`config.mk`:
```
export PLATFORM = sky130hd
export DESIGN_NAME = pclb_ctrl
export DESIGN_NICKNAME = d
export VERILOG_FILES = /design/src/verilog/pclb_pkg.sv /design/src/verilog/pclb_fifo.sv /design/src/verilog/pclb_ctrl.sv
export SDC_FILE = /design/constraint.sdc
export NUM_CORES = 1
export LEC_CHECK = 0
export BUFFER_PORTS_ARGS = -buffer_cell sky130_fd_sc_hd__buf_2
export CORE_MARGIN = 10
export CORE_UTILIZATION = 40
export CTS_CLUSTER_DIAMETER = 50
export DETAILED_ROUTE_END_ITERATION = 10
export PLACE_DENSITY = 0.65
export SETUP_SLACK_MARGIN = 0.5
export SLEW_MARGIN = 20
export SYNTH_ARGS = -nofsm -noshare
export SYNTH_HDL_FRONTEND = slang
export SYNTH_SLANG_ARGS = --single-unit
export TNS_END_PERCENT = 20
```
`constraint.sdc`:
```
create_clock -name mclk -period 4.35 [get_ports mclk]
set_input_delay 1.305 -clock mclk [delete_from_list [all_inputs] [get_ports mclk]]
set_output_delay 1.305 -clock mclk [all_outputs]
set_load 0.03 [all_outputs]
```
`src/verilog/pclb_pkg.sv`:
```
package pclb_pkg;
   // Channel count and control link timing
   localparam int NUM_CH = 32;
   localparam int LINK_KHZ = 2048;
   localparam int FRAME_US = 125;
   localparam int MFRAME_MS = 4;
   localparam int BITS_PER_SLOT = 8;
   localparam int SLOTS_PER_FRAME = LINK_KHZ * FRAME_US / 1000 / BITS_PER_SLOT;
   localparam int FRAMES_PER_MF = MFRAME_MS * 1000 / FRAME_US;
   localparam int FIFO_DEPTH = 4;

   // Bit phase positions of the 8192 kHz system bit clock
   localparam logic [1:0] SAMPLE_PHASE = 2'h2;
   localparam logic [1:0] DRIVE_PHASE = 2'h0;
   localparam logic [1:0] LAST_PHASE = 2'h3;
   localparam logic [2:0] LAST_BIT = 3'h7;
   localparam logic [4:0] LAST_SLOT = 5'(SLOTS_PER_FRAME - 1);
   localparam logic [4:0] LAST_FRAME = 5'(FRAMES_PER_MF - 1);
   localparam logic [4:0] CTRL_SLOT = 5'h00;

   // Field positions of the control byte carried in slot 0
   localparam int CMD_OFF_POS = 7;
   localparam int CMD_BYPASS_POS = 6;
   localparam int CMD_CONV_POS = 5;
   localparam int CMD_NLP_POS = 4;

   // Law encoding and reset values
   localparam logic LAW_A = 1'b1;
   localparam logic LAW_MU = 1'b0;
   localparam logic [7:0] RX_RESET = 8'h00;
   localparam logic [1:0] PHASE_RESET = 2'h0;

   typedef enum logic {LINK_IDLE, LINK_RUN} pclb_link_state_t;

   typedef struct packed {
      logic off_chan;
      logic bypass;
      logic conv_off;
      logic nlp_off;
   } pclb_cmd_t;

   localparam pclb_cmd_t CMD_RESET = 4'h0;

   typedef struct packed {
      logic [4:0] chan;
      logic [7:0] send_in;
      logic [7:0] recv_in;
      logic [7:0] ec_send;
      logic [7:0] ec_recv;
      logic mf_begin;
      logic robbed;
      logic tone;
      logic serial_bypass;
      logic serial_conv_off;
   } pclb_in_t;

   typedef struct packed {
      logic [4:0] chan;
      logic [7:0] send_out;
      logic [7:0] recv_out;
      logic mf_begin;
      logic fe_law;
      logic ne_law;
      logic conv_on;
      logic bypass;
      logic nlp_skip;
      logic coef_reset;
      logic speech_reset;
      logic clear64;
      logic full_skip;
      logic loop_rs;
      logic loop_sr;
   } pclb_out_t;
endpackage

```
`src/verilog/pclb_fifo.sv`:
```
`timescale 1ns/100ps
module pclb_fifo #(
   parameter int WIDTH = 8,
   parameter int DEPTH = 4
) (
   // Clock, reset, enable
   input logic mclk,
   input logic reset,
   input logic ce,
   // Filling side
   input logic in_valid,
   output logic in_ready,
   input logic [WIDTH-1:0] in_data,
   // Draining side
   output logic out_valid,
   input logic out_ready,
   output logic [WIDTH-1:0] out_data
);
   localparam int AW = (DEPTH > 1) ? $clog2(DEPTH) : 1;
   localparam logic [AW:0] DEPTH_C = (AW+1)'(DEPTH);
   localparam logic [AW-1:0] LAST_C = AW'(DEPTH - 1);

   logic [WIDTH-1:0] mem_q [DEPTH];
   logic [AW-1:0] wr_q;
   logic [AW-1:0] rd_q;
   logic [AW:0] cnt_q;
   logic push;
   logic pop;

   // Honest flags straight from the occupancy count
   assign in_ready = (cnt_q != DEPTH_C);
   assign out_valid = (cnt_q != '0);
   assign push = ce & in_valid & in_ready;
   assign pop = ce & out_valid & out_ready;
   assign out_data = mem_q[rd_q];

   // Storage words
   always_ff @(posedge mclk) begin
      if (push) begin
         mem_q[wr_q] <= in_data;
      end
   end

   // Pointers and count
   always_ff @(posedge mclk) begin
      if (reset) begin
         wr_q <= '0;
         rd_q <= '0;
         cnt_q <= '0;
      end else begin
         if (push) begin
            wr_q <= (wr_q == LAST_C) ? '0 : AW'(wr_q + 1'b1);
         end
         if (pop) begin
            rd_q <= (rd_q == LAST_C) ? '0 : AW'(rd_q + 1'b1);
         end
         if (push && !pop) begin
            cnt_q <= (AW+1)'(cnt_q + 1'b1);
         end else if (pop && !push) begin
            cnt_q <= (AW+1)'(cnt_q - 1'b1);
         end
      end
   end
endmodule // pclb_fifo

```
`src/verilog/pclb_ctrl.sv`:
```
`timescale 1ns/100ps
module pclb_ctrl #(
   parameter int NUM_CH = pclb_pkg::NUM_CH,
   parameter int FIFO_DEPTH = pclb_pkg::FIFO_DEPTH
) (
   // Clock, reset, enable
   input logic mclk,
   input logic reset,
   input logic ce,
   // Law configuration
   input logic per_channel_law_mode,
   input logic global_far_end_law,
   input logic global_near_end_law,
   input logic global_off_law,
   input logic [NUM_CH-1:0] indiv_far_end_law,
   input logic [NUM_CH-1:0] indiv_near_end_law,
   input logic [NUM_CH-1:0] conversion_off,
   input logic [NUM_CH-1:0] channel_off_law,
   input logic [NUM_CH-1:0] pin_control_gate,
   // Bypass, disable and test configuration
   input logic [NUM_CH-1:0] channel_disable,
   input logic canceller_disable,
   input logic nonlinear_off_pin,
   input logic nonlinear_off_reg,
   input logic [2:0] tone_action,
   input logic send_path_skip,
   input logic receive_path_skip,
   input logic receive_to_send_loop,
   input logic send_to_receive_loop,
   // Control link pins and alignment
   input logic sys_bit_clk,
   input logic frame_sync_in,
   input logic control_link_in,
   output logic control_link_out,
   output logic control_link_oe,
   input logic [4:0] control_link_frame_offset,
   input logic [4:0] control_link_channel_offset,
   input logic [1:0] bit_phase_offset,
   input logic gp_frame_en,
   input logic [4:0] gp_frame_sel,
   output logic [7:0] gp_byte,
   output logic gp_strobe,
   output logic link_locked,
   // Sample stream in
   input logic in_valid,
   output logic in_ready,
   input pclb_pkg::pclb_in_t in_word,
   // Sample stream out
   output logic out_valid,
   input logic out_ready,
   output pclb_pkg::pclb_out_t out_word
);
   localparam int OW = $bits(pclb_pkg::pclb_out_t);

   // Pick the law for one end of one channel
   function automatic logic law_pick(input logic per_mode, input logic g_law,
                                     input logic i_law, input logic off,
                                     input logic g_off, input logic c_off);
      logic r;
      r = per_mode ? i_law : g_law;
      if (off) begin
         r = per_mode ? c_off : g_off;
      end
      return r;
   endfunction

   // Three-stage pin synchronisers for bit clock, sync and link data
   logic [2:0] pin_raw;
   logic [2:0] s1_q;
   logic [2:0] s2_q;
   logic [2:0] s3_q;
   logic [2:0] lvl_q;
   logic [2:0] lvl_d;
   assign pin_raw = {control_link_in, frame_sync_in, sys_bit_clk};

   genvar gi;
   generate
      for (gi = 0; gi < 3; gi++) begin : g_sync
         // Level moves only once stages two and three agree
         assign lvl_d[gi] = (s2_q[gi] == s3_q[gi]) ? s3_q[gi] : lvl_q[gi];
         always_ff @(posedge mclk) begin
            if (reset) begin
               s1_q[gi] <= 1'b0;
               s2_q[gi] <= 1'b0;
               s3_q[gi] <= 1'b0;
               lvl_q[gi] <= 1'b0;
            end else if (ce) begin
               s1_q[gi] <= pin_raw[gi];
               s2_q[gi] <= s1_q[gi];
               s3_q[gi] <= s2_q[gi];
               lvl_q[gi] <= lvl_d[gi];
            end
         end
      end
   endgenerate

   logic bclk_fall;
   logic fs_rise;
   logic link_din;
   assign bclk_fall = lvl_q[0] & ~lvl_d[0];
   assign fs_rise = ~lvl_q[1] & lvl_d[1];
   assign link_din = lvl_q[2];

   // Link position counters
   pclb_pkg::pclb_link_state_t state_q;
   logic [1:0] phase_q;
   logic [2:0] bit_q;
   logic [4:0] slot_q;
   logic [4:0] frame_q;
   logic [1:0] ph_n;
   logic [2:0] bit_n;
   logic [4:0] slot_n;
   logic [4:0] frame_n;

   // Next position after one falling bit clock edge
   always_comb begin
      ph_n = 2'(phase_q + 2'h1);
      bit_n = bit_q;
      slot_n = slot_q;
      frame_n = frame_q;
      if (phase_q == pclb_pkg::LAST_PHASE) begin
         bit_n = 3'(bit_q + 3'h1);
         if (bit_q == pclb_pkg::LAST_BIT) begin
            slot_n = (slot_q == pclb_pkg::LAST_SLOT) ? 5'h00 :
                     5'(slot_q + 5'h01);
            if (slot_q == pclb_pkg::LAST_SLOT) begin
               frame_n = (frame_q == pclb_pkg::LAST_FRAME) ? 5'h00 :
                         5'(frame_q + 5'h01);
            end
         end
      end
   end

   // Sync pulse loads the offsets, so each device sees its own slot 0
   always_ff @(posedge mclk) begin
      if (reset) begin
         state_q <= pclb_pkg::LINK_IDLE;
         phase_q <= pclb_pkg::PHASE_RESET;
         bit_q <= 3'h0;
         slot_q <= 5'h00;
         frame_q <= 5'h00;
      end else if (ce) begin
         if (fs_rise) begin
            state_q <= pclb_pkg::LINK_RUN;
            phase_q <= bit_phase_offset;
            bit_q <= 3'h0;
            slot_q <= control_link_channel_offset;
            frame_q <= control_link_frame_offset;
         end else if (bclk_fall) begin
            case (state_q)
               pclb_pkg::LINK_RUN: begin
                  phase_q <= ph_n;
                  bit_q <= bit_n;
                  slot_q <= slot_n;
                  frame_q <= frame_n;
               end
               default: begin
                  phase_q <= phase_q;
               end
            endcase
         end
      end
   end

   logic run;
   logic sample_ev;
   logic drive_ev;
   logic last_bit_ev;
   logic gp_hit;
   logic wr_ev;
   logic [7:0] rx_byte;
   assign run = (state_q == pclb_pkg::LINK_RUN);
   assign sample_ev = ce & run & bclk_fall & ~fs_rise &
                      (ph_n == pclb_pkg::SAMPLE_PHASE) &
                      (slot_n == pclb_pkg::CTRL_SLOT);
   assign drive_ev = ce & run & bclk_fall & ~fs_rise &
                     (ph_n == pclb_pkg::DRIVE_PHASE);
   assign last_bit_ev = sample_ev & (bit_n == pclb_pkg::LAST_BIT);
   assign gp_hit = gp_frame_en & (frame_n == gp_frame_sel);
   assign wr_ev = last_bit_ev & ~gp_hit;
   assign link_locked = run;

   // Incoming control bits, MSB first
   logic [7:0] rx_q;
   assign rx_byte = {rx_q[6:0], link_din};
   always_ff @(posedge mclk) begin
      if (reset) begin
         rx_q <= pclb_pkg::RX_RESET;
      end else if (sample_ev) begin
         rx_q <= rx_byte;
      end
   end

   // Per-channel commands written straight from the link
   pclb_pkg::pclb_cmd_t cmd_q [NUM_CH];
   pclb_pkg::pclb_cmd_t wr_val;
   assign wr_val = {rx_byte[pclb_pkg::CMD_OFF_POS],
                    rx_byte[pclb_pkg::CMD_BYPASS_POS],
                    rx_byte[pclb_pkg::CMD_CONV_POS],
                    rx_byte[pclb_pkg::CMD_NLP_POS]};
   always_ff @(posedge mclk) begin
      if (reset) begin
         for (int i = 0; i < NUM_CH; i++) begin
            cmd_q[i] <= pclb_pkg::CMD_RESET;
         end
      end else if (wr_ev) begin
         cmd_q[frame_n] <= wr_val;
      end
   end

   // General purpose frame byte, one-cycle strobe
   always_ff @(posedge mclk) begin
      if (reset) begin
         gp_byte <= 8'h00;
         gp_strobe <= 1'b0;
      end else if (ce) begin
         gp_strobe <= last_bit_ev & gp_hit;
         if (last_bit_ev && gp_hit) begin
            gp_byte <= rx_byte;
         end
      end
   end

   // Status byte reported for one channel
   function automatic logic [7:0] status_byte(input pclb_pkg::pclb_cmd_t c,
                                              input logic sw_off,
                                              input logic cv_off,
                                              input logic fe, input logic ne);
      return {c, sw_off, cv_off, fe, ne};
   endfunction

   logic [7:0] tx_byte;
   logic tx_fe;
   logic tx_ne;
   assign tx_fe = law_pick(per_channel_law_mode, global_far_end_law,
                           indiv_far_end_law[frame_n], conversion_off[frame_n],
                           global_off_law, channel_off_law[frame_n]);
   assign tx_ne = law_pick(per_channel_law_mode, global_near_end_law,
                           indiv_near_end_law[frame_n], conversion_off[frame_n],
                           global_off_law, channel_off_law[frame_n]);
   assign tx_byte = status_byte(cmd_q[frame_n], channel_disable[frame_n],
                                conversion_off[frame_n], tx_fe, tx_ne);

   // Output follows the input bit grid; released outside slot 0
   always_ff @(posedge mclk) begin
      if (reset) begin
         control_link_out <= 1'b0;
         control_link_oe <= 1'b0;
      end else if (drive_ev) begin
         control_link_oe <= (slot_n == pclb_pkg::CTRL_SLOT);
         control_link_out <= (slot_n == pclb_pkg::CTRL_SLOT) &
                             tx_byte[~bit_n];
      end
   end

   // Per-sample path decisions
   pclb_pkg::pclb_cmd_t ccmd;
   pclb_pkg::pclb_out_t word_d;
   logic [4:0] ch;
   logic conv_dis;
   logic chan_off;
   logic tone_hit;
   logic skip;
   always_comb begin
      ch = in_word.chan;
      ccmd = cmd_q[ch];
      // Serial and link sources only count when the pin gate is low
      conv_dis = conversion_off[ch] | (~pin_control_gate[ch] &
                 (in_word.serial_conv_off | ccmd.conv_off));
      chan_off = channel_disable[ch] | canceller_disable | ccmd.off_chan;
      tone_hit = in_word.tone;
      word_d.chan = ch;
      word_d.mf_begin = in_word.mf_begin;
      // Laws never depend on bypass or disable
      word_d.fe_law = law_pick(per_channel_law_mode, global_far_end_law,
                               indiv_far_end_law[ch], conv_dis,
                               global_off_law, channel_off_law[ch]);
      word_d.ne_law = law_pick(per_channel_law_mode, global_near_end_law,
                               indiv_near_end_law[ch], conv_dis,
                               global_off_law, channel_off_law[ch]);
      word_d.conv_on = ~conv_dis;
      word_d.bypass = chan_off | in_word.serial_bypass | ccmd.bypass |
                      (tone_hit & tone_action[0]);
      word_d.nlp_skip = nonlinear_off_pin | nonlinear_off_reg |
                        ccmd.nlp_off | (tone_hit & tone_action[1]);
      word_d.coef_reset = chan_off | (tone_hit & tone_action[2]);
      word_d.speech_reset = chan_off;
      word_d.full_skip = send_path_skip & receive_path_skip;
      word_d.clear64 = word_d.bypass &
                       (word_d.fe_law == word_d.ne_law);
      word_d.loop_rs = receive_to_send_loop;
      word_d.loop_sr = send_to_receive_loop & ~receive_to_send_loop;
      skip = word_d.bypass | word_d.full_skip | send_path_skip;
      word_d.send_out = skip ? in_word.send_in : in_word.ec_send;
      if (in_word.robbed) begin
         word_d.send_out[0] = in_word.send_in[0];
      end
      word_d.recv_out = (word_d.bypass | word_d.full_skip | receive_path_skip) ?
                        in_word.recv_in : in_word.ec_recv;
   end

   // One pipeline stage ahead of the FIFO; stalls when the FIFO is full
   pclb_pkg::pclb_out_t st_q;
   logic st_v_q;
   logic f_ready;
   logic accept;
   assign in_ready = ~st_v_q | f_ready;
   assign accept = ce & in_valid & in_ready;
   always_ff @(posedge mclk) begin
      if (reset) begin
         st_v_q <= 1'b0;
         st_q <= '0;
      end else if (ce) begin
         st_v_q <= accept | (st_v_q & ~f_ready);
         if (accept) begin
            st_q <= word_d;
         end
      end
   end

   // Sample and multiframe mark share one word, so delays match
   logic [OW-1:0] f_out;
   pclb_fifo #(.WIDTH(OW), .DEPTH(FIFO_DEPTH)) u_fifo (
      .mclk(mclk),
      .reset(reset),
      .ce(ce),
      .in_valid(st_v_q),
      .in_ready(f_ready),
      .in_data(st_q),
      .out_valid(out_valid),
      .out_ready(out_ready),
      .out_data(f_out)
   );
   assign out_word = f_out;

   // Checks
   property p_oe_slot;
      @(posedge mclk) disable iff (reset)
      $rose(control_link_oe) |-> (slot_q == pclb_pkg::CTRL_SLOT) && run;
   endproperty
   a_oe_slot: assert property (p_oe_slot)
      else $error("link output enabled outside slot 0");

   property p_out_grid;
      @(posedge mclk) disable iff (reset)
      $changed(control_link_out) |-> $past(drive_ev) &&
                                     (phase_q == pclb_pkg::DRIVE_PHASE);
   endproperty
   a_out_grid: assert property (p_out_grid)
      else $error("link output moved off phase 0");

   property p_cmd_write;
      @(posedge mclk) disable iff (reset)
      wr_ev |=> cmd_q[$past(frame_n)] == $past(wr_val);
   endproperty
   a_cmd_write: assert property (p_cmd_write)
      else $error("link command not stored");

   property p_robbed;
      @(posedge mclk) disable iff (reset)
      accept && in_word.robbed |=> st_q.send_out[0] == $past(in_word.send_in[0]);
   endproperty
   a_robbed: assert property (p_robbed)
      else $error("robbed bit not passed through");

   property p_global_law;
      @(posedge mclk) disable iff (reset)
      accept && !per_channel_law_mode && !conv_dis |=>
         st_q.fe_law == $past(global_far_end_law) &&
         st_q.ne_law == $past(global_near_end_law);
   endproperty
   a_global_law: assert property (p_global_law)
      else $error("global law not applied");

   property p_off_law;
      @(posedge mclk) disable iff (reset)
      accept && conv_dis |=> st_q.fe_law == st_q.ne_law && !st_q.conv_on;
   endproperty
   a_off_law: assert property (p_off_law)
      else $error("disabled conversion law mismatch");

   property p_disable;
      @(posedge mclk) disable iff (reset)
      accept && chan_off |=> st_q.bypass && st_q.coef_reset && st_q.speech_reset;
   endproperty
   a_disable: assert property (p_disable)
      else $error("disable did not force bypass and resets");

   property p_loops;
      @(posedge mclk) disable iff (reset)
      st_v_q |-> !(st_q.loop_rs && st_q.loop_sr);
   endproperty
   a_loops: assert property (p_loops)
      else $error("both loops active");

   property p_clear64;
      @(posedge mclk) disable iff (reset)
      st_v_q |-> st_q.clear64 == (st_q.bypass && st_q.fe_law == st_q.ne_law);
   endproperty
   a_clear64: assert property (p_clear64)
      else $error("clear 64 flag wrong");

   property p_nlp;
      @(posedge mclk) disable iff (reset)
      accept && (nonlinear_off_pin || nonlinear_off_reg) |=> st_q.nlp_skip;
   endproperty
   a_nlp: assert property (p_nlp)
      else $error("nonlinear processor not skipped");
endmodule // pclb_ctrl

```
# Word level (Yosys, flattened, before mapping)

Memory sizes are Yosys's and may differ from the RTL's. A register that Yosys moved wholly into a read port is not among the register bits.
Cells that the tools add are included.

Flip-flop bits (word level): 87
RAM bits: 260
Input bits: 274
Output and inout port bits: 47
Word-level logic and storage cells: 213
Memories kept: 2

Memories:

| memory       | words | bits a word | rd ports | clocked after memory_dff | wr ports | line             | RTL |
|---|---|---|---|---|---|---|---|
| u_fifo.mem_q | 4     | 33          | 1        | 1                        | 1        | pclb_fifo.sv:23  | `logic [WIDTH-1:0] mem_q [DEPTH];` |
| cmd_q        | 32    | 4           | 2        | 0                        | 32       | pclb_ctrl.sv:195 | `pclb_pkg::pclb_cmd_t cmd_q [NUM_CH];` |

Add/sub/neg operators: 8
Order comparisons: 3
Equality and inequality tests: 14
Muxes and demuxes: 75
Bitwise logic cells: 53
Reductions and logical operators: 17

Operators by type and width:

| kind                | count |
|---|---|
| $mux 5              | 14 |
| $bmux 1 s5          | 11 |
| $mux 1              | 33 |
| $and 1x1->1         | 27 |
| $mux 3              | 6 |
| $mux 8              | 2 |
| $or 1x1->1          | 16 |
| $mux 2              | 7 |
| $lt 5x6->1 const B  | 2 |
| $add 5x1->5 const B | 2 |
| $eq 5x5->1 const B  | 2 |
| $not 1->1           | 9 |
| $eq 2x2->1 const B  | 4 |
| $reduce_and 2->1    | 4 |
| $add 2x1->2 const B | 3 |
| $add 3x1->3 const B | 2 |
| $eq 3x3->1 const B  | 2 |
| $reduce_bool 2->1   | 3 |
| $eq 5x5->1          | 1 |
| $logic_not 5->1     | 1 |
| $eq 1x1->1          | 4 |
| $lt 3x4->1 const B  | 1 |
| $mux 4              | 1 |
| $reduce_or 4->1     | 1 |
| other kinds (9)     | 12 |

# Longest topological paths before layout

Gate-level depths: netlist of run 1.

Depth after elaboration: 15
Mapped depth: 18
Depth with buffers taken out: 12

# By module

A second synthesis of run 1 with hierarchy kept.

Cells, all modules: 1,745
Area total of the unflattened synthesis: 19,244.7 µm²

By module, submodules not included:

| module    | times used | cells an instance | area an instance (µm²) | seq. area each (µm²) |
|---|---|---|---|---|
| pclb_ctrl | 1          | 1,522             | 13,982.2               | 5,445.2 |
| pclb_fifo | 1          | 223               | 5,262.5                | 4,144.0 |

# Worst setup path after synthesis of run 1

OpenSTA, ideal clock, no wires.

Kind: input port to flip-flop
From: in in_word[37] (netlist name)
To: reg st_q[10] (netlist name)
Setup time: 0.078 ns
Data arrival time: 4.005 ns
Data required time: 4.272 ns
Slack: 0.267 ns
Cell stages on the path: 13
Path buffers: 6
Cell sequence: buf_2 > buf_6 > buf_6 > buf_2 > buf_2 > buf_4 > mux4_2 > nand2_1 > o41ai_1 > a21oi_1 > mux2i_1 > nor2_1 > nor3_1

Cells in the longest elaborated chain, start to end: 6

Ends and longest elaborated chain:

| item                                                                 | line             | RTL |
|---|---|---|
| from (decl)                                                          | pclb_ctrl.sv:47  | `input pclb_pkg::pclb_in_t in_word,` |
| parallel branches: the longest is 5 deep, another holds $mem_v2 32x4 | -                |  |
| $mux 1 *                                                             | pclb_ctrl.sv:61  | `if (off) begin` |
| to (signal assigned)                                                 | pclb_ctrl.sv:316 | `st_q <= word_d;` |
| to (decl)                                                            | pclb_ctrl.sv:303 | `pclb_pkg::pclb_out_t st_q;` |

Every way passes the cells marked *. The select of a mux whose other input is x is not followed.
A chain may end at the register's enable or synchronous reset.

# Worst setup path in the final report of run 1

From: reg slot_q[1]
To: reg control_link_out

Cells in the longest elaborated chain, start to end: 11

Ends and longest elaborated chain:

| item                          | line                               | RTL |
|---|---|---|
| from (decl)                   | pclb_ctrl.sv:108                   | `logic [4:0] slot_q;` |
| from (signal assigned)        | pclb_ctrl.sv:147                   | `slot_q <= control_link_channel_offset;` |
| from (signal assigned)        | pclb_ctrl.sv:154                   | `slot_q <= slot_n;` |
| $eq 5x5->1                    | pclb_ctrl.sv:124, pclb_ctrl.sv:126 |  |
| $mux 5                        | pclb_ctrl.sv:126                   | `if (slot_q == pclb_pkg::LAST_SLOT) begin` |
| $mux 5                        | pclb_ctrl.sv:123                   | `if (bit_q == pclb_pkg::LAST_BIT) begin` |
| $mux 5                        | pclb_ctrl.sv:121                   | `if (phase_q == pclb_pkg::LAST_PHASE) begin` |
| $bmux 1 s5 (on tied branches) | -                                  |  |
| $mux 1 (on tied branches)     | -                                  |  |
| $mux 1 (on tied branches)     | pclb_ctrl.sv:60, pclb_ctrl.sv:62   |  |
| $mux 1                        | pclb_ctrl.sv:61                    |  |
| $bmux 1 s3                    | pclb_ctrl.sv:252                   | `tx_byte[~bit_n];` |
| $mux 1 (not written as such)  | pclb_ctrl.sv:252                   |  |
| $and 1x1->1 *                 | pclb_ctrl.sv:251                   | `control_link_out <= (slot_n == pclb_pkg::CTRL_SLOT) &` |
| to (signal assigned)          | pclb_ctrl.sv:251                   |  |
| to (decl)                     | pclb_ctrl.sv:34                    | `output logic control_link_out,` |

Mark *: on every way between the ends. The rest lies on a longest branch, timed or not. The select of a mux whose other input is x is not followed.

==> summary.txt, run 1 <==
Clock network
  • Clock buffer count from CTS: 40
  • Post-CTS Setup Bufs: 0
  • CTS sink cnt: 349
  • H-tree Lvls: 2
  • Skew-Pair Late Insertion Delay: 590 ps
  • CTS tree: done
  • Clock slew at reported path FFs: 60 ps
  • Max clock buf depth: 3
  • Root buf cell: clkbuf_16

Floorplanning
  • I/O pin cnt: 321
  • Area of the core: 46800 sq um
  • Die Width: 238 um
  • Die Ht: 238 um
  • Initial Util: 40.7%
  • Row cnt: 79
  • Die footprint: 56700 sq um

Synthesis
  • Top FF cell, synth: edfxtp_1
  • Mapped Avg Cell Area: 11.3 sq um
  • Post-Syn Instances: 1683
  • Synth Register Bits: 349
  • Sequential cell area fraction in the yosys report: 50.4%
  • Yosys warnings: 0
  • Mapped Area: 19000 sq um
  • Distinct cell type count after synthesis: 70
  • Synth Net Count: 1973
  • Post-synth EDFFs: 260
  • Post-synthesis async set-or-reset flop share: 0%

Setup path
  • CP Cell Sequence: ha_1, and3_1, ha_2, and3_1, buf_4, mux2i_4, clkbuf_16, a311oi_1, buf_4, o32a_1, a21oi_1, o31ai_1, o32a_1
  • Worst Setup End Kind: register
  • Worst Setup SP: slot_q[1]
  • Worst setup SP type: register
  • CP Data Required Time: 4810 ps
  • Slowest CP cell: a21oi_1
  • RR Startpoint: slot_q[1]
  • Worst-path maximum fanout: 20
  • Critical Path AT: 4290 ps
  • WS Path Type: register to register
  • Max incr delay on CP: 470 ps

STA
  • Post-route setup TNS: 0 ps
  • Max Fclk: 261 MHz
  • Worst hold slack: 461 ps
  • Worst slew pin tran: 1180 ps
  • Max transition margin: 20.6%
  • Final WS setup: 520 ps
  • Tmin final: 3830 ps
  • Hold Vio Cnt, Final: 0
  • Final period util: 88.1%
  • RSZ-0062 raised after global routing: yes
  • Post-Route Skew: 24.1 ps
  • Setup Viol. Count Final: 0
  • Final Max Slew Viols: 0

GRT
  • Largest net degree at the start of global routing: 95
  • Initial antenna violation count: 4
  • Overall global routing resource usage: 23.2%
  • First-pass GRT wire length: 100 mm
  • GRT overflow: 0
  • Number of global-route vias before repair: 15500

Route
  • Post-route DRC: 0
  • Initial DRC count: 2033
  • DRT Wirelength: 69.3 mm
  • Routed len/inst: 26.2 um
  • Number of detailed-route iterations in the first pass: 5
  • Antenna Nets Post-Route: 0
  • Routed vias: 16000
  • Post-DR vias/cell: 6.05

Hold path
  • Worst hold start: control_link_oe
  • Hold Path Class: register to register

Power
  • Gate power share: 10.9%
  • Switching share of power: 24.8%
  • Maximum vdd ir drop: 0.000257 V
  • Register share of total power: 45.8%
  • Pwr Density: 356 nW/um^2
  • Lkg Pwr: 8.62 nW
  • Switching pwr: 2.04 mW
  • Clock power frac: 43.3%
  • Int Pwr: 6.19 mW

Layout
  • Filler instances: 4143
  • Multi-input logic area: 8930 sq um
  • Register area: 9590 sq um
  • Layout cells sized above 1: 31.2%
  • Layout Nets: 2290
  • Area grow syn2layout: 21.5%

Flow run
  • MaxCap Viol Count: 0

Placement
  • Place WS: 40.4 ps
  • Post-DP HPWL: 50.8 mm
  • Port Buffers: 320
  • Routability cong.: 0.954

Run status
  • Status: completed
## final cells by class
type,count,share of cell area (%)
Clock buffer,47,4.62
Tap cell,607,3.28
Antenna cell,3,0.0324
Sequential cell,349,41.5
Clock inverter,26,1.44
Inverter,18,0.292
Multi-Input combinational cell,1185,38.6
Timing Repair Buffer,406,10.3
## per-stage QoR
step	area [sq um]	util (%)	std cells	power (mW)
after CTS	23000	49.1	2636	8.29
after floorplan	19000	-	1683	4.34
after global placement	21500	46.1	2563	4.71
after detailed placement	21500	46.1	2563	4.73
final	23100	49.5	2641	8.24
after global routing	23100	49.5	2639	8.49
## synthesized netlist by cell type, drive strengths merged, types with 5 or more instances
cell	instances	area [sq um]
a31oi	15	93.8
nor2	259	972
a311oi	13	114
o22ai	11	68.8
nand3	53	270
edfxtp	260	7810
ha	15	188
o21ai	21	105
nand2	224	841
and3	24	150
nor4	8	80.1
nor3	35	240
clkbuf	55	206
and2	8	50.1
o21bai	40	300
mux2i	138	1380
a211oi	39	298
mux4	107	2410
buf	76	405
nor2b	7	43.8
a21oi	77	385
a2111oi	6	52.6
a22oi	9	67.6
dfxtp	89	1780
a32oi	5	43.8
xnor2	6	52.6
inv	17	63.8
o211ai	5	37.5
## worst max-delay path: cells and delay by family, from the launching register on
family | cells | cell delay [ps]
muxes | 1 | 420
AOI/OAI and AO/OA | 5 | 1390
adders and majority gates | 2 | 420
and+or+nand+nor | 2 | 380
buffers and inverters | 3 | 680
DFF | 1 | 390
## routing by layer
layer | GRT usage, % | part of all wire [%]
met3 | 5.94 | 11
met5 | 0 | 0.019
met1 | 30.8 | 40
met4 | 7.40 | 3.1
met2 | 36.6 | 46
## placed cells by master (no fill, tap or decap), types with 6 or more instances in the layout
cell	synthesis	layout
o22ai_1	11	11
mux2i_1	138	137
a21oi_1	77	76
buf_2	57	317
nand3_1	52	50
nor2b_1	7	7
o21ai_0	20	20
nor3_2	13	13
a211oi_1	38	38
buf_6	4	6
ha_1	15	13
nand2_1	224	218
a31oi_1	15	15
xnor2_1	6	6
inv_1	17	17
mux4_2	107	107
nor4_1	6	6
and2_1	8	8
a22oi_1	9	8
nor2_1	259	259
o21bai_2	0	15
nor3_1	22	22
clkinv_2	0	7
buf_4	2	76
clkbuf_16	0	42
and3_1	24	23
dfxtp_1	89	87
edfxtp_1	260	260
o21bai_1	40	24
a311oi_1	13	12
## timing repair
| item | in CTS | in global routing |
|---|---|---|
| hold buffers | 0 | 0 |
| gates resized for setup | 9 | 34 |
| gates cloned | 0 | 2 |
| endpoints found under the setup margin | 196 | 249 |
## cell families after synthesis
logic type      share of synthesized area [%]
simple gates                             15.0
compound gates                           9.38
fa+ha+maj                                1.09
flops                                    50.4
buf+inv                                  3.57
xor+xnor                                0.460
mux                                      20.2
## state kept, by name (all words and copies together) (netlist names), 5 cells and up, named ones only
register,cells
u_fifo.mem_q,132
cmd_q,128
st_q,33
gp_byte,8
rx_q,7
frame_q,5
slot_q,5
## power groups by stage
stage               combinational, mW  sequential [mW]  clock (mW)
floorplan                       0.543             3.79           0
global placement                0.876             3.84           0
detailed placement              0.888             3.84           0
CTS                             0.893             3.77        3.62
global route                    0.957             3.78        3.75
finish                          0.900             3.77        3.56
## worst paths after layout
check                                   endpoint  slack (ps)  depth (start not counted)
worst max-delay path            control_link_out         520                         13
worst min-delay path             control_link_oe         460                          2
worst max register to register  control_link_out         520                         13
worst min register to register   control_link_oe         460                          2
Note: power is estimated with default switching activity, not from simulation.
==> inputs of run 2 (changes only) <==
- BUFFER_PORTS_ARGS: -buffer_cell sky130_fd_sc_hd__buf_2 -> -buffer_cell sky130_fd_sc_hd__clkbuf_2
- CORE_UTILIZATION: 40 -> 45
- PLACE_DENSITY: 0.65 -> 0.71
==> summary.txt, run 2 (synthesis gave the netlist of run 1 again) <==
Hold path
  • Hold Path Class: register to register
  • Worst Hold Depth: 2
  • Worst hold start: s3_q[2]

GRT
  • First-pass GRT wire length: 98.7 mm
  • M3 GR Usage: 5.46%
  • GRT overflow: 0
  • Number of global-route vias before repair: 15400
  • Overall global routing resource usage: 25.6%
  • Met2 usage: 41.3%
  • Busiest grt layer: met2
  • M1 GR Usage: 34.3%
  • Largest net degree at the start of global routing: 86
  • Initial antenna violation count: 0

STA
  • Post-Route Skew: 15.3 ps
  • Max Fclk: 262 MHz
  • Final Max Slew Viols: 0
  • Worst slew pin tran: 1020 ps
  • Setup Viol. Count Final: 0
  • RSZ-0062 raised after global routing: yes
  • Tmin final: 3820 ps
  • Final period util: 87.7%
  • Post-route setup TNS: 0 ps
  • Final WS setup: 534 ps
  • Hold Vio Cnt, Final: 0
  • Max transition margin: 32.1%

Setup path
  • Worst Setup End Kind: register
  • Critical Path AT: 4120 ps
  • Max incr delay on CP: 550 ps
  • CP Depth: 13
  • Slowest CP cell: or4_4
  • RR Startpoint: bit_q[0]
  • CP Data Required Time: 4660 ps
  • CP Cell Sequence: ha_1, ha_1, nand3_2, or4_1, and2_1, xnor2_1, or4_4, nor3b_1, buf_4, and2_1, nand2_1, buf_4, nor2_1
  • Crit path max-delay family: simple AND/OR/NAND/NOR gates
  • Worst Setup SP: bit_q[0]
  • Worst setup SP type: register
  • WS Path Type: register to register
  • R2r worst-path depth: 13
  • Worst-path maximum fanout: 9
  • CP bufs+invs: 2

Clock network
  • Hold_buf cts: 0
  • Max clock buf depth: 3
  • CTS tree: done
  • H-tree Lvls: 2
  • Root buf cell: clkbuf_16
  • Clock slew at reported path FFs: 60 ps
  • Clock buffer count from CTS: 41
  • Skew-Pair Late Insertion Delay: 580 ps
  • CTS sink cnt: 349

Placement
  • Routability cong.: 0.976
  • Port Buffers: 320
  • Placed cell areas: 21400 sq um
  • Post-DP HPWL: 49.5 mm
  • Place WS: 74.3 ps

Floorplanning
  • Area of the core: 41900 sq um
  • Die footprint: 50900 sq um
  • Die Ht: 226 um
  • Row cnt: 75
  • Initial Util: 45.5%
  • I/O pin cnt: 321
  • Die Width: 226 um

Route
  • Post-route DRC: 0
  • Routed vias: 16100
  • Initial DRC count: 2596
  • Antenna Nets Post-Route: 0
  • Number of detailed-route iterations in the first pass: 6
  • Post-DR vias/cell: 6.27
  • Routed len/inst: 26.7 um
  • DRT Wirelength: 68.7 mm

Layout
  • Most common cell after layout, fill and taps aside: clkbuf_2
  • Top Registers: u_fifo.mem_q x132, cmd_q x128, st_q x33
  • Area grow syn2layout: 21.3%
  • Top reg by flops: u_fifo.mem_q
  • Layout cells sized above 1: 30.9%
  • Multi-input logic area: 8910 sq um
  • Leading cell types in the layout, fill and taps excluded: clkbuf_2, edfxtp_1, nor2_1
  • Layout Nets: 2289
  • Max reg flops: 132
  • Register area: 9590 sq um
  • Final instance area: 23100 sq um
  • Filler instances: 3552

Run status
  • Status: completed

Power
  • Lkg Pwr: 8.63 nW
  • Maximum vdd ir drop: 0.000253 V
  • Overall power: 8.23 mW
  • Pwr Density: 356 nW/um^2

Flow run
  • MaxCap Viol Count: 0
-- run 2: cell types whose count changed in the layout (fill, tap and decap cells not counted), moves of 3 or more --
cell       before  now
buf_6           6    3
nand2_4         3    0
buf_12          4    7
clkbuf_2        0  317
a2111oi_1       1    4
nand2_1       218  221
a2111oi_0       5    2
clkbuf_1        4    7
inv_6           3    7
clkinv_4        3    0
buf_4          76   71
buf_2         317    0
-- run 2: final timing paths --
path	to	slack, ps
min reg2reg	link_din	460
max reg2reg	cmd_q[12][1]	530
min	link_din	460
max	cmd_q[12][1]	530
-- run 2: worst min-delay path, cell delays in order, from the launching register on --
cell     delay [ps]
dfxtp_1         310
nand2_1          50
a21oi_1          60
-- run 2: repair_timing --
item | in CTS | in global routing
gates resized for setup | 2 | 36
setup buffers | 0 | 5
gates cloned | 0 | 4
setup endpoints to repair | 42 | 225
-- run 2: final cells by class --
cell class              instances  share of cell area [%]
well taps                     539                    2.92
inverters                      18                   0.293
clock buffers                  51                    4.74
flip-flops and latches        349                    41.6
diodes                          2                  0.0217
repair buffers                404                    10.6
multi-input cells            1185                    38.6
clock inverters                24                    1.31
-- run 2: per-stage QoR --
step                      hold slack [ps]  std cells  util [%]
final                                 462       2572      55.2
after global routing                  488       2570      55.2
after CTS                             467       2561      54.6
after detailed placement              454       2486      51.2
after global placement                446       2486      51.2
after floorplan                       436       1683         -
-- run 2: per-layer routing --
metal  wire length (um)  up-vias  share of wire (%)
met5                  0        -                  0
met2              32100     1126                 47
li1                   -     6956                  -
met1              26400     7882                 38
met3               8070      170                 12
met4               2190        0                3.2
-- run 2: power breakdown --
part | leakage (nW) | switching (mW) | internal, mW
registers | 3.16 | 0.0841 | 3.68
logic | 4.79 | 0.502 | 0.409
clock network | 0.682 | 1.48 | 2.07
total | 8.63 | 2.07 | 6.16
